### src/hdl/vcs_pkg.sv
// shared constants, field layouts and types for the regulator config/status bank
package vcs_pkg;
    // register offsets on the byte register port
    localparam logic [7:0] OFS_ILIM_STATUS = 8'h2D;
    localparam logic [7:0] OFS_ILIM_CONFIG = 8'h2E;
    localparam logic [7:0] OFS_FREQ_STATUS = 8'h2F;
    localparam logic [7:0] OFS_FREQ_CONFIG = 8'h30;
    localparam logic [7:0] OFS_PIN_STATUS  = 8'h32;
    localparam logic [7:0] OFS_PHASE_STAT  = 8'h33;
    localparam logic [7:0] OFS_ZONE_MASK   = 8'h34;
    localparam logic [7:0] OFS_SF_SEL_A    = 8'h46;
    localparam logic [7:0] OFS_SF_SEL_B    = 8'h47;

    // writable bit masks; reserved bits read zero
    localparam logic [7:0] FREQ_CFG_MASK = 8'h1F;
    localparam logic [7:0] ILIM_CFG_MASK = 8'h0F;
    localparam logic [7:0] ZONE_MASK_RW  = 8'h0D;
    localparam logic [7:0] SF_SEL_MASK   = 8'h35;
    localparam logic [7:0] REG_RST       = 8'h00;

    // field positions and widths
    localparam int ILIM_LVL_LSB = 2;
    localparam int FREQ_CODE_W  = 5;
    localparam int FREQ_KHZ_W   = 11;
    localparam int DLY_CYC_W    = 21;

    // power-saving pin status codes
    localparam logic [1:0] PIN_MIDDLE = 2'h0;
    localparam logic [1:0] PIN_LOW    = 2'h1;
    localparam logic [1:0] PIN_HIGH   = 2'h2;

    // per-phase current limit thresholds in mV
    localparam logic [7:0] ILIM_MV_0 = 8'h41;
    localparam logic [7:0] ILIM_MV_1 = 8'h4B;
    localparam logic [7:0] ILIM_MV_2 = 8'h64;
    localparam logic [7:0] ILIM_MV_3 = 8'h86;

    // shutdown delays in ms and the clock rate
    localparam logic [3:0] TRIP_MS_0 = 4'h4;
    localparam logic [3:0] TRIP_MS_1 = 4'h6;
    localparam logic [3:0] TRIP_MS_2 = 4'h8;
    localparam logic [3:0] TRIP_MS_3 = 4'hA;
    localparam int CLK_KHZ = 125000;

    // second-function source selection byte
    typedef struct packed {
        logic [1:0] rsv_hi;
        logic       freq_strap;
        logic       load_line;
        logic       rsv_3;
        logic       phase_current_limit;
        logic       rsv_1;
        logic       phase_threshold;
    } vcs_sf_s;
endpackage : vcs_pkg

### src/hdl/vcs_freq_table.sv
// switching frequency lookup by code and active phase count
`timescale 1ns/1ns
module vcs_freq_table (
    input  wire logic [4:0]  code,
    input  wire logic [1:0]  phase_sel,
    output logic      [10:0] khz
);
    logic [43:0] row;

    // each row holds four, three, two, one phase values, high to low
    always_comb begin
        unique case (code)
            5'h00: row = {11'h0DD, 11'h125, 11'h0DF, 11'h0E8};
            5'h01: row = {11'h0F4, 11'h149, 11'h0F3, 11'h0FC};
            5'h02: row = {11'h10A, 11'h166, 11'h108, 11'h110};
            5'h03: row = {11'h125, 11'h17D, 11'h126, 11'h129};
            5'h04: row = {11'h133, 11'h197, 11'h13D, 11'h142};
            5'h05: row = {11'h14D, 11'h1C2, 11'h14F, 11'h154};
            5'h06: row = {11'h15F, 11'h1E0, 11'h160, 11'h169};
            5'h07: row = {11'h175, 11'h1FE, 11'h17C, 11'h181};
            5'h08: row = {11'h18A, 11'h212, 11'h18F, 11'h19D};
            5'h09: row = {11'h1A5, 11'h232, 11'h1A4, 11'h1B3};
            5'h0A: row = {11'h1C1, 11'h258, 11'h1B4, 11'h1C8};
            5'h0B: row = {11'h1D5, 11'h266, 11'h1C6, 11'h1DE};
            5'h0C: row = {11'h1DF, 11'h277, 11'h1E3, 11'h1F4};
            5'h0D: row = {11'h1FD, 11'h297, 11'h1FC, 11'h1FD};
            5'h0E: row = {11'h206, 11'h2B0, 11'h20E, 11'h206};
            5'h0F: row = {11'h21F, 11'h2D2, 11'h21F, 11'h21C};
            5'h10: row = {11'h245, 11'h315, 11'h247, 11'h242};
            5'h11: row = {11'h289, 11'h35B, 11'h290, 11'h27E};
            5'h12: row = {11'h2C4, 11'h3A2, 11'h2BA, 11'h2BA};
            5'h13: row = {11'h2EF, 11'h3F2, 11'h303, 11'h2F6};
            5'h14: row = {11'h31F, 11'h447, 11'h327, 11'h332};
            5'h15: row = {11'h362, 11'h47B, 11'h35C, 11'h36E};
            5'h16: row = {11'h397, 11'h4D1, 11'h383, 11'h3AA};
            5'h17: row = {11'h3C4, 11'h4EC, 11'h3B6, 11'h3CC};
            5'h18: row = {11'h3E1, 11'h53D, 11'h3EB, 11'h3F6};
            5'h19: row = {11'h423, 11'h55C, 11'h41C, 11'h42B};
            5'h1A: row = {11'h44A, 11'h5AA, 11'h448, 11'h452};
            5'h1B: row = {11'h475, 11'h603, 11'h482, 11'h483};
            5'h1C: row = {11'h4B0, 11'h653, 11'h4B5, 11'h4B1};
            5'h1D: row = {11'h4D4, 11'h652, 11'h4CB, 11'h4DD};
            5'h1E: row = {11'h50B, 11'h68A, 11'h4FA, 11'h500};
            5'h1F: row = {11'h520, 11'h6BC, 11'h524, 11'h532};
        endcase
    end

    // phase_sel 3 means four phases
    always_comb begin
        unique case (phase_sel)
            2'h3: khz = row[43:33];
            2'h2: khz = row[32:22];
            2'h1: khz = row[21:11];
            2'h0: khz = row[10:0];
        endcase
    end
endmodule : vcs_freq_table

### src/hdl/vcs_regs.sv
// config/status register bank of a multiphase regulator controller
`timescale 1ns/1ns
module vcs_regs #(
    parameter logic [20:0] TRIP_CYC_0 = 21'(4 * vcs_pkg::CLK_KHZ),
    parameter logic [20:0] TRIP_CYC_1 = 21'(6 * vcs_pkg::CLK_KHZ),
    parameter logic [20:0] TRIP_CYC_2 = 21'(8 * vcs_pkg::CLK_KHZ),
    parameter logic [20:0] TRIP_CYC_3 = 21'(10 * vcs_pkg::CLK_KHZ)
) (
    input  wire logic        sys_clk,
    input  wire logic        sys_rst,
    input  wire logic        clk_en,
    input  wire logic        en_in,
    input  wire logic [3:0]  freq_strap_index,
    input  wire logic [3:0]  current_limit_strap_code,
    input  wire logic        power_saving_input_low,
    input  wire logic        power_saving_input_high,
    input  wire logic [3:0]  phase_enable_in,
    input  wire logic [7:0]  reg_addr,
    input  wire logic [7:0]  reg_wdata,
    input  wire logic        reg_wr,
    input  wire logic        reg_rd,
    output logic      [7:0]  reg_rdata,
    output logic             reg_rvalid,
    output logic      [4:0]  freq_code,
    output logic      [10:0] freq_khz,
    output logic      [7:0]  phase_current_limit_mv,
    output logic      [3:0]  trip_shutdown_delay_ms,
    output logic      [20:0] trip_shutdown_delay_cycles,
    output logic      [3:0]  zone_allow
);
    logic              en_q, en_d, en_rise, en_toggle;
    logic [7:0]        fstat_q, fstat_d, fcfg_q, fcfg_d;
    logic [7:0]        ilstat_q, ilstat_d, ilcfg_q, ilcfg_d;
    logic [7:0]        zone_q, zone_d, sfa_q, sfa_d, sfb_q, sfb_d;
    logic [7:0]        pin_q, pin_d, phase_q, phase_d;
    vcs_pkg::vcs_sf_s  sel_q, sel_d;
    logic [4:0]        fcode_q, fcode_d;
    logic [10:0]       khz_q, khz_d;
    logic [7:0]        mv_q, mv_d, rdata_q, rdata_d;
    logic [3:0]        ms_q, ms_d, zallow_q, zallow_d, ilcode;
    logic [20:0]       cyc_q, cyc_d;
    logic              rvalid_q, rvalid_d;
    logic [2:0]        ph_cnt;
    logic [1:0]        ph_sel;

    // table looks up the next code against the present phase count
    vcs_freq_table u_table (
        .code      (fcode_d),
        .phase_sel (ph_sel),
        .khz       (khz_d)
    );

    // count enabled phases; none enabled falls back to the one-phase column
    always_comb begin
        ph_cnt = 3'h0;
        for (int i = 0; i < 4; i++) begin
            ph_cnt = ph_cnt + {2'h0, phase_q[i]};
        end
        ph_sel = (ph_cnt == 3'h0) ? 2'h0 : 2'(ph_cnt - 3'h1);
    end

    // next-state of the whole bank
    always_comb begin
        en_d      = en_in;
        en_rise   = en_in & ~en_q;
        en_toggle = en_in ^ en_q;
        fstat_d   = fstat_q;
        ilstat_d  = ilstat_q;
        fcfg_d    = fcfg_q;
        ilcfg_d   = ilcfg_q;
        zone_d    = zone_q;
        sfa_d     = sfa_q;
        sfb_d     = sfb_q;
        sel_d     = sel_q;
        // strap results are caught only at enable rise
        if (en_rise) begin
            fstat_d  = {3'h0, freq_strap_index, 1'b0};
            ilstat_d = {4'h0, current_limit_strap_code};
        end
        // host writes, reserved bits masked off
        if (reg_wr) begin
            unique case (reg_addr)
                vcs_pkg::OFS_FREQ_CONFIG: fcfg_d  = reg_wdata & vcs_pkg::FREQ_CFG_MASK;
                vcs_pkg::OFS_ILIM_CONFIG: ilcfg_d = reg_wdata & vcs_pkg::ILIM_CFG_MASK;
                vcs_pkg::OFS_ZONE_MASK:   zone_d  = reg_wdata & vcs_pkg::ZONE_MASK_RW;
                vcs_pkg::OFS_SF_SEL_A:    sfa_d   = reg_wdata & vcs_pkg::SF_SEL_MASK;
                vcs_pkg::OFS_SF_SEL_B:    sfb_d   = reg_wdata & vcs_pkg::SF_SEL_MASK;
                default: ;
            endcase
        end
        // source changes only once both copies agree
        if (sfa_d == sfb_d) begin
            sel_d = vcs_pkg::vcs_sf_s'(sfa_d);
        end
        // toggle beats a same-cycle select write
        if (en_toggle) begin
            sfa_d = vcs_pkg::REG_RST;
            sfb_d = vcs_pkg::REG_RST;
            sel_d = vcs_pkg::vcs_sf_s'(vcs_pkg::REG_RST);
        end
        // live pin levels; low taken first if both comparators fire
        if (power_saving_input_low) begin
            pin_d = {6'h00, vcs_pkg::PIN_LOW};
        end else if (power_saving_input_high) begin
            pin_d = {6'h00, vcs_pkg::PIN_HIGH};
        end else begin
            pin_d = {6'h00, vcs_pkg::PIN_MIDDLE};
        end
        phase_d = {4'h0, phase_enable_in};
        // source selection for frequency and current limit
        fcode_d = sel_q.freq_strap ? fcfg_q[4:0] : fstat_q[4:0];
        ilcode  = sel_q.phase_current_limit ? ilcfg_q[3:0] : ilstat_q[3:0];
        unique case (ilcode[3:vcs_pkg::ILIM_LVL_LSB])
            2'h0: mv_d = vcs_pkg::ILIM_MV_0;
            2'h1: mv_d = vcs_pkg::ILIM_MV_1;
            2'h2: mv_d = vcs_pkg::ILIM_MV_2;
            2'h3: mv_d = vcs_pkg::ILIM_MV_3;
        endcase
        unique case (ilcode[1:0])
            2'h0: begin ms_d = vcs_pkg::TRIP_MS_0; cyc_d = TRIP_CYC_0; end
            2'h1: begin ms_d = vcs_pkg::TRIP_MS_1; cyc_d = TRIP_CYC_1; end
            2'h2: begin ms_d = vcs_pkg::TRIP_MS_2; cyc_d = TRIP_CYC_2; end
            2'h3: begin ms_d = vcs_pkg::TRIP_MS_3; cyc_d = TRIP_CYC_3; end
        endcase
        // zones are only restricted while the pin sits low
        zallow_d = (pin_q[1:0] == vcs_pkg::PIN_LOW) ? zone_q[3:0] : 4'hF;
        // read mux; unmapped offsets answer zero
        rvalid_d = reg_rd;
        rdata_d  = rdata_q;
        if (reg_rd) begin
            unique case (reg_addr)
                vcs_pkg::OFS_ILIM_STATUS: rdata_d = ilstat_q;
                vcs_pkg::OFS_ILIM_CONFIG: rdata_d = ilcfg_q;
                vcs_pkg::OFS_FREQ_STATUS: rdata_d = fstat_q;
                vcs_pkg::OFS_FREQ_CONFIG: rdata_d = fcfg_q;
                vcs_pkg::OFS_PIN_STATUS:  rdata_d = pin_q;
                vcs_pkg::OFS_PHASE_STAT:  rdata_d = phase_q;
                vcs_pkg::OFS_ZONE_MASK:   rdata_d = zone_q;
                vcs_pkg::OFS_SF_SEL_A:    rdata_d = sfa_q;
                vcs_pkg::OFS_SF_SEL_B:    rdata_d = sfb_q;
                default:                  rdata_d = vcs_pkg::REG_RST;
            endcase
        end
    end

    // registers; clock enable freezes everything
    always_ff @(posedge sys_clk or posedge sys_rst) begin
        if (sys_rst) begin
            en_q     <= 1'b0;
            fstat_q  <= vcs_pkg::REG_RST;
            fcfg_q   <= vcs_pkg::REG_RST;
            ilstat_q <= vcs_pkg::REG_RST;
            ilcfg_q  <= vcs_pkg::REG_RST;
            zone_q   <= vcs_pkg::REG_RST;
            sfa_q    <= vcs_pkg::REG_RST;
            sfb_q    <= vcs_pkg::REG_RST;
            sel_q    <= vcs_pkg::vcs_sf_s'(vcs_pkg::REG_RST);
            pin_q    <= vcs_pkg::REG_RST;
            phase_q  <= vcs_pkg::REG_RST;
            fcode_q  <= 5'h00;
            khz_q    <= 11'h000;
            mv_q     <= 8'h00;
            ms_q     <= 4'h0;
            cyc_q    <= 21'h000000;
            zallow_q <= 4'h0;
            rdata_q  <= vcs_pkg::REG_RST;
            rvalid_q <= 1'b0;
        end else if (clk_en) begin
            en_q     <= en_d;
            fstat_q  <= fstat_d;
            fcfg_q   <= fcfg_d;
            ilstat_q <= ilstat_d;
            ilcfg_q  <= ilcfg_d;
            zone_q   <= zone_d;
            sfa_q    <= sfa_d;
            sfb_q    <= sfb_d;
            sel_q    <= sel_d;
            pin_q    <= pin_d;
            phase_q  <= phase_d;
            fcode_q  <= fcode_d;
            khz_q    <= khz_d;
            mv_q     <= mv_d;
            ms_q     <= ms_d;
            cyc_q    <= cyc_d;
            zallow_q <= zallow_d;
            rdata_q  <= rdata_d;
            rvalid_q <= rvalid_d;
        end
    end

    assign reg_rdata                  = rdata_q;
    assign reg_rvalid                 = rvalid_q;
    assign freq_code                  = fcode_q;
    assign freq_khz                   = khz_q;
    assign phase_current_limit_mv     = mv_q;
    assign trip_shutdown_delay_ms     = ms_q;
    assign trip_shutdown_delay_cycles = cyc_q;
    assign zone_allow                 = zallow_q;

    // checks beside the logic
    ilim_level_a: assert property (@(posedge sys_clk) disable iff (sys_rst)
        clk_en && ilcode[3:2] == 2'h3 |=> mv_q == 8'h86)
        else $error("current limit level wrong");
    trip_delay_a: assert property (@(posedge sys_clk) disable iff (sys_rst)
        clk_en && ilcode[1:0] == 2'h0 |=> ms_q == 4'h4 && cyc_q == TRIP_CYC_0)
        else $error("shutdown delay wrong");
    strap_latch_a: assert property (@(posedge sys_clk) disable iff (sys_rst)
        clk_en && en_in && !en_q |=> fstat_q == {3'h0, $past(freq_strap_index), 1'b0})
        else $error("strap code not latched");
    strap_even_a: assert property (@(posedge sys_clk) disable iff (sys_rst)
        fstat_q[0] == 1'b0 && fstat_q[7:5] == 3'h0)
        else $error("odd strap code");
    freq_lookup_a: assert property (@(posedge sys_clk) disable iff (sys_rst)
        clk_en && fcode_d == 5'h1F && ph_sel == 2'h3 |=> khz_q == 11'h520)
        else $error("frequency lookup wrong");
    freq_source_a: assert property (@(posedge sys_clk) disable iff (sys_rst)
        clk_en ##0 (sel_q.freq_strap == 1'b0) |=> fcode_q == $past(fstat_q[4:0]))
        else $error("frequency source wrong");
    ilim_source_a: assert property (@(posedge sys_clk) disable iff (sys_rst)
        clk_en && sel_q.phase_current_limit && ilcfg_q[1:0] == 2'h2
        |=> ms_q == vcs_pkg::TRIP_MS_2 && cyc_q == TRIP_CYC_2)
        else $error("current limit source dead");
    select_match_a: assert property (@(posedge sys_clk) disable iff (sys_rst)
        clk_en && sel_d != sel_q && !en_toggle |-> sfa_d == sfb_d)
        else $error("source changed without match");
    toggle_clear_a: assert property (@(posedge sys_clk) disable iff (sys_rst)
        clk_en && (en_in != en_q) |=> sel_q == '0 && sfa_q == 8'h00 && sfb_q == 8'h00)
        else $error("toggle did not restore strap");
    pin_report_a: assert property (@(posedge sys_clk) disable iff (sys_rst)
        clk_en && !power_saving_input_low && power_saving_input_high |=> pin_q == 8'h02)
        else $error("pin status wrong");
    phase_report_a: assert property (@(posedge sys_clk) disable iff (sys_rst)
        clk_en |=> phase_q == {4'h0, $past(phase_enable_in)})
        else $error("phase status wrong");
    zone_gate_a: assert property (@(posedge sys_clk) disable iff (sys_rst)
        clk_en && pin_q == 8'h01 |=> zallow_q == $past(zone_q[3:0]) && !zallow_q[1])
        else $error("zone gating wrong");
    reserved_zero_a: assert property (@(posedge sys_clk) disable iff (sys_rst)
        fcfg_q[7:5] == 3'h0 && ilcfg_q[7:4] == 4'h0 && zone_q[7:4] == 4'h0 && !zone_q[1])
        else $error("reserved bits set");
endmodule : vcs_regs

### config.mk
export PLATFORM = sky130hd
export DESIGN_NAME = vcs_regs
export DESIGN_NICKNAME = d
export VERILOG_FILES = /design/src/hdl/vcs_pkg.sv /design/src/hdl/vcs_freq_table.sv /design/src/hdl/vcs_regs.sv
export SDC_FILE = /design/constraint.sdc
export NUM_CORES = 1
export LEC_CHECK = 0
export ABC_AREA = 1
export ABC_CLOCK_PERIOD_IN_PS = 3000
export BUFFER_PORTS_ARGS = -buffer_cell sky130_fd_sc_hd__buf_2
export CAP_MARGIN = 10
export CORE_UTILIZATION = 40
export CTS_CLUSTER_DIAMETER = 80
export DETAILED_ROUTE_END_ITERATION = 10
export SETUP_SLACK_MARGIN = 0.02
export SLEW_MARGIN = 20
export SYNTH_ARGS = -nofsm -noshare
export SYNTH_HDL_FRONTEND = slang
export SYNTH_SLANG_ARGS = --single-unit
### constraint.sdc
create_clock -name sys_clk -period 3 [get_ports sys_clk]
set_input_delay 0.45 -clock sys_clk [delete_from_list [all_inputs] [get_ports sys_clk]]
set_output_delay 0.45 -clock sys_clk [all_outputs]
set_load 0.05 [all_outputs]
==> impl_results.md <==
* Top-count cell post-synth: nand2_1
* Vias in the first global route at 5900
* Synth unique cells at 39
* Io pins at 98
* Vias per cell at 5.41
* Top cells by count, synth: 248 x nand2_1, 100 x inv_1, 89 x dfrtp_1
* R2r worst-path depth at 13
* Nets@finish at approximately 1000
* Setup slack, reg-to-reg at between 0.3 and 0.4 ns
* Largest area contributor in the netlist: dfrtp_1
* Clock Skews at ~0.012 ns
* Area Overhead vs Synth at 13.9%
* Placed cells at between 1000 and 1500
* Finish-stage setup viols at 0
* Synth warn at 0
* Synth Area in Adders at 4.60%
* Final period utilization at slightly below 90%
* Worst EP required at between 3 and 4 ns
* RR Endpoint: freq_khz[6]
* Core footprint at 14800 sq um
* Hold Buf Count CTS at 0
* Main combinational cell family by area after synthesis: simple AND/OR/NAND/NOR gates
* Initial cell density of the core at 41.6%
* Combinational power share at a little under half
* Net load switching power at approximately 2.2 mW
* Clock network fraction of design power at a little under a quarter
* Main flop type after synthesis: dfrtp_1
* Die footprint at around 16000 sq um
* Share of cells above drive strength 1 at around 17%
* Post-synth ARST share at between 90% and 100%
* Total gr overflow at 0
* Final WS setup at roughly 0.36 ns
* CTS-repair resized insts at 0
* Total routed wirelength at slightly above 20 mm
* Crit. End Element: register
* Critical Path AT at 2.88 ns
* N_diodes at 0
* Vias at roughly 6300
* GPL Wtd Cong at ~0.99
* Routed Antenna Nets at 0
* Synth top area share at between 30% and 40%
* Outcome: completed
* Sw frac at 47.3%
* CTS clk-pin slew, worst paths at roughly 0.070 ns
* Grt met2 use at a little under two fifths
* M3 GR Usage at approximately 6.3%
* Leakage power at 3.61 nW
* Area contributors post-synth: dfrtp_1 36%, nand2_1 15%, inv_1 6.1%
* Critical path type: register to register
* GR Util met1 at a little under two fifths
* Crit path max fanout at 9
* Largest net degree at the start of global routing at 46
* Seq/Total Area, Yosys at 36.3%
* Fillcell total at 1553
* TNS Setup at 0 ns
* Final instance area at about 7000 sq um
* Detailed Place HPWL at 15.3 mm
* Worst flop-to-flop path startpoint: phase_q[1]
* GR peak layer: met2
* Crit path launch type: register
* Global-route wire length before repair at 32.2 mm
* Compound-Gate Fraction of Synth Area at between 10% and 20%
* Non-Filler Instances at about 1200
* Post-DR wirelength/cell at between 15 and 20 microns
* Die Height at ~130 microns
* Post-synth EDFFs at 0
* Die width at between 100 and 150 microns
* Max transition margin at a little over 50%
* Reg power frac at 31.1%
* First-pass DRT Iterations at 5
* Maximum clock path buffer count at 2
* Slew @ Worst Pin at ~0.7 ns
* Cells after Synth at a little under 900
* Root buffer selected by CTS: clkbuf_16
* RSZ-0062 raised after global routing: no
* Worst slack, placed at a little under 0.4 ns
* Syn avg cell area at 6.88 sq um
* Internal power at between 2 and 2.5 mW
* Final Util at ~47%
* Post-CTS Setup Inserts at 0
* CTS tree: yes
* Seq cells post-synth at slightly below 90
* Cell Area, Placed at approximately 6700 sq um
* Mux contribution to synthesized area at less than 1%
* # clock sinks at 89
* Simple-gate area share of the yosys netlist at about 30%
* GRT Resource Usage Total at a little over a quarter
* Hold WC Path Type: input port to asynchronous set/reset pin
* Mapped cell area at around 6000 sq um
* Crit path time final at between 2 and 3 ns
* Post-Synth XOR/XNOR Area at 0%
* FP Rows at 44
* P per Cell Area at 669 nW/um^2
* VDD IR-drop max at roughly 0.30 mV
* Fmax at approximately 0.38 GHz
* Port Buffers at 87
* Max Slew Vio Count at 0
* Worst-Skew Late Latency at ~0.35 ns
* Final hold viol count at 0
* H-Tree Depth at 3
* Initial antenna violation count at 0
* CTS Buf Count at 9
* Max Cap Viol at 0
* 1st-iter DRT viols at between 600 and 700
* DRC errors left at 0
## metrics by stage
step | power (mW) | hold WS (ns)
6_report | 4.68 | 0.147
5_1_grt | 4.94 | 0.203
4_1_cts | 4.67 | 0.165
3_5_place_dp | 3.56 | 0.454
3_3_place_gp | 3.57 | 0.453
2_1_floorplan | 2.98 | 0.453
## cell type report
class / count / area, sq um / share of cell area [%]
clock buffer: 9 / 225 / 3.22
clock inverter: 7 / 63.8 / 0.912
inverter: 111 / 418 / 5.97
multi-input combinational: 649 / 3230 / 46.2
sequential: 89 / 2230 / 31.8
tap: 184 / 230 / 3.29
timing repair buffer: 109 / 601 / 8.58
## critical path, cell delays in order, from the launching register on
cell	delay, ns
dfrtp_1	0.38
inv_1	0.08
fa_1	0.50
inv_1	0.04
ha_1	0.17
ha_1	0.32
nand2_1	0.10
clkinv_1	0.30
o21ai_0	0.18
a31oi_1	0.09
o21ai_0	0.11
nand3_1	0.09
nor2_1	0.11
nor2_1	0.05
## logic make-up (layout without fill, tap and decap cells)
kind of cell | Yosys count | after routing
AO/OA/AOI/OAI | 181 | 181
adder cells (fa/ha/maj) | 22 | 22
buffers and inverters | 161 | 236
flip-flops | 89 | 89
multiplexers | 4 | 4
other | 1 | 8
AND/OR/NAND/NOR | 434 | 434
## sequential cells by signal, summed over array words and instances (netlist names)
signal and cells:
trip_shutdown_delay_ms 2, freq_code 5, en_q 1, sfb_q 8
zone_allow 4, zone_q 3, ilstat_q 4, trip_shutdown_delay_cycles 6
fstat_q 4, ilcfg_q 4, phase_current_limit_mv 7, reg_rdata 8
freq_khz 11, pin_q 2, fcfg_q 5, phase_q 4
sfa_q 8, sel_q 2, reg_rvalid 1
## metal layers
metal | vias to the layer above | routed length, microns
met2 | 311 | 8500
met1 | 2859 | 9450
met4 | 0 | 641
met3 | 52 | 1700
met5 | - | 0
li1 | 3048 | -
## worst max path at each step
stage,startpoint,endpoint,slack (ns),depth (start not counted)
6_report,phase_q[1],freq_khz[6],0.36,13
5_1_grt,sel_q[5],freq_khz[5],0.18,11
2_1_floorplan,sys_rst,en_q,0.24,1
4_1_cts,phase_q[1],freq_khz[6],0.38,13
3_5_place_dp,phase_q[1],freq_khz[6],0.39,13
3_3_place_gp,phase_q[1],freq_khz[6],0.40,13
## cells in the final DEF, fill, tap and decap left out, drive strengths merged
cell type	instances
dfrtp	89
o22ai	23
nand2	257
clkbuf	9
o21ai	93
inv	112
a31oi	5
nor3	10
ha	21
clkinv	5
a32o	1
nand4	22
or2	4
fa	1
o2111ai	2
o31ai	3
clkinvlp	1
nor2	92
a211oi	5
o211ai	11
o221ai	1
nand3	49
conb	8
mux2	4
a21o	1
a21oi	35
a221oi	1
buf	109
## power groups by stage
stage	clock (mW)	combinational (mW)	sequential [mW]
floorplan	0	1.09	1.89
global placement	0	2.10	1.47
detailed placement	0	2.08	1.48
CTS	1.13	2.09	1.45
global route	1.19	2.28	1.47
finish	1.11	2.12	1.45
Note: power is estimated with default switching activity, not from simulation.
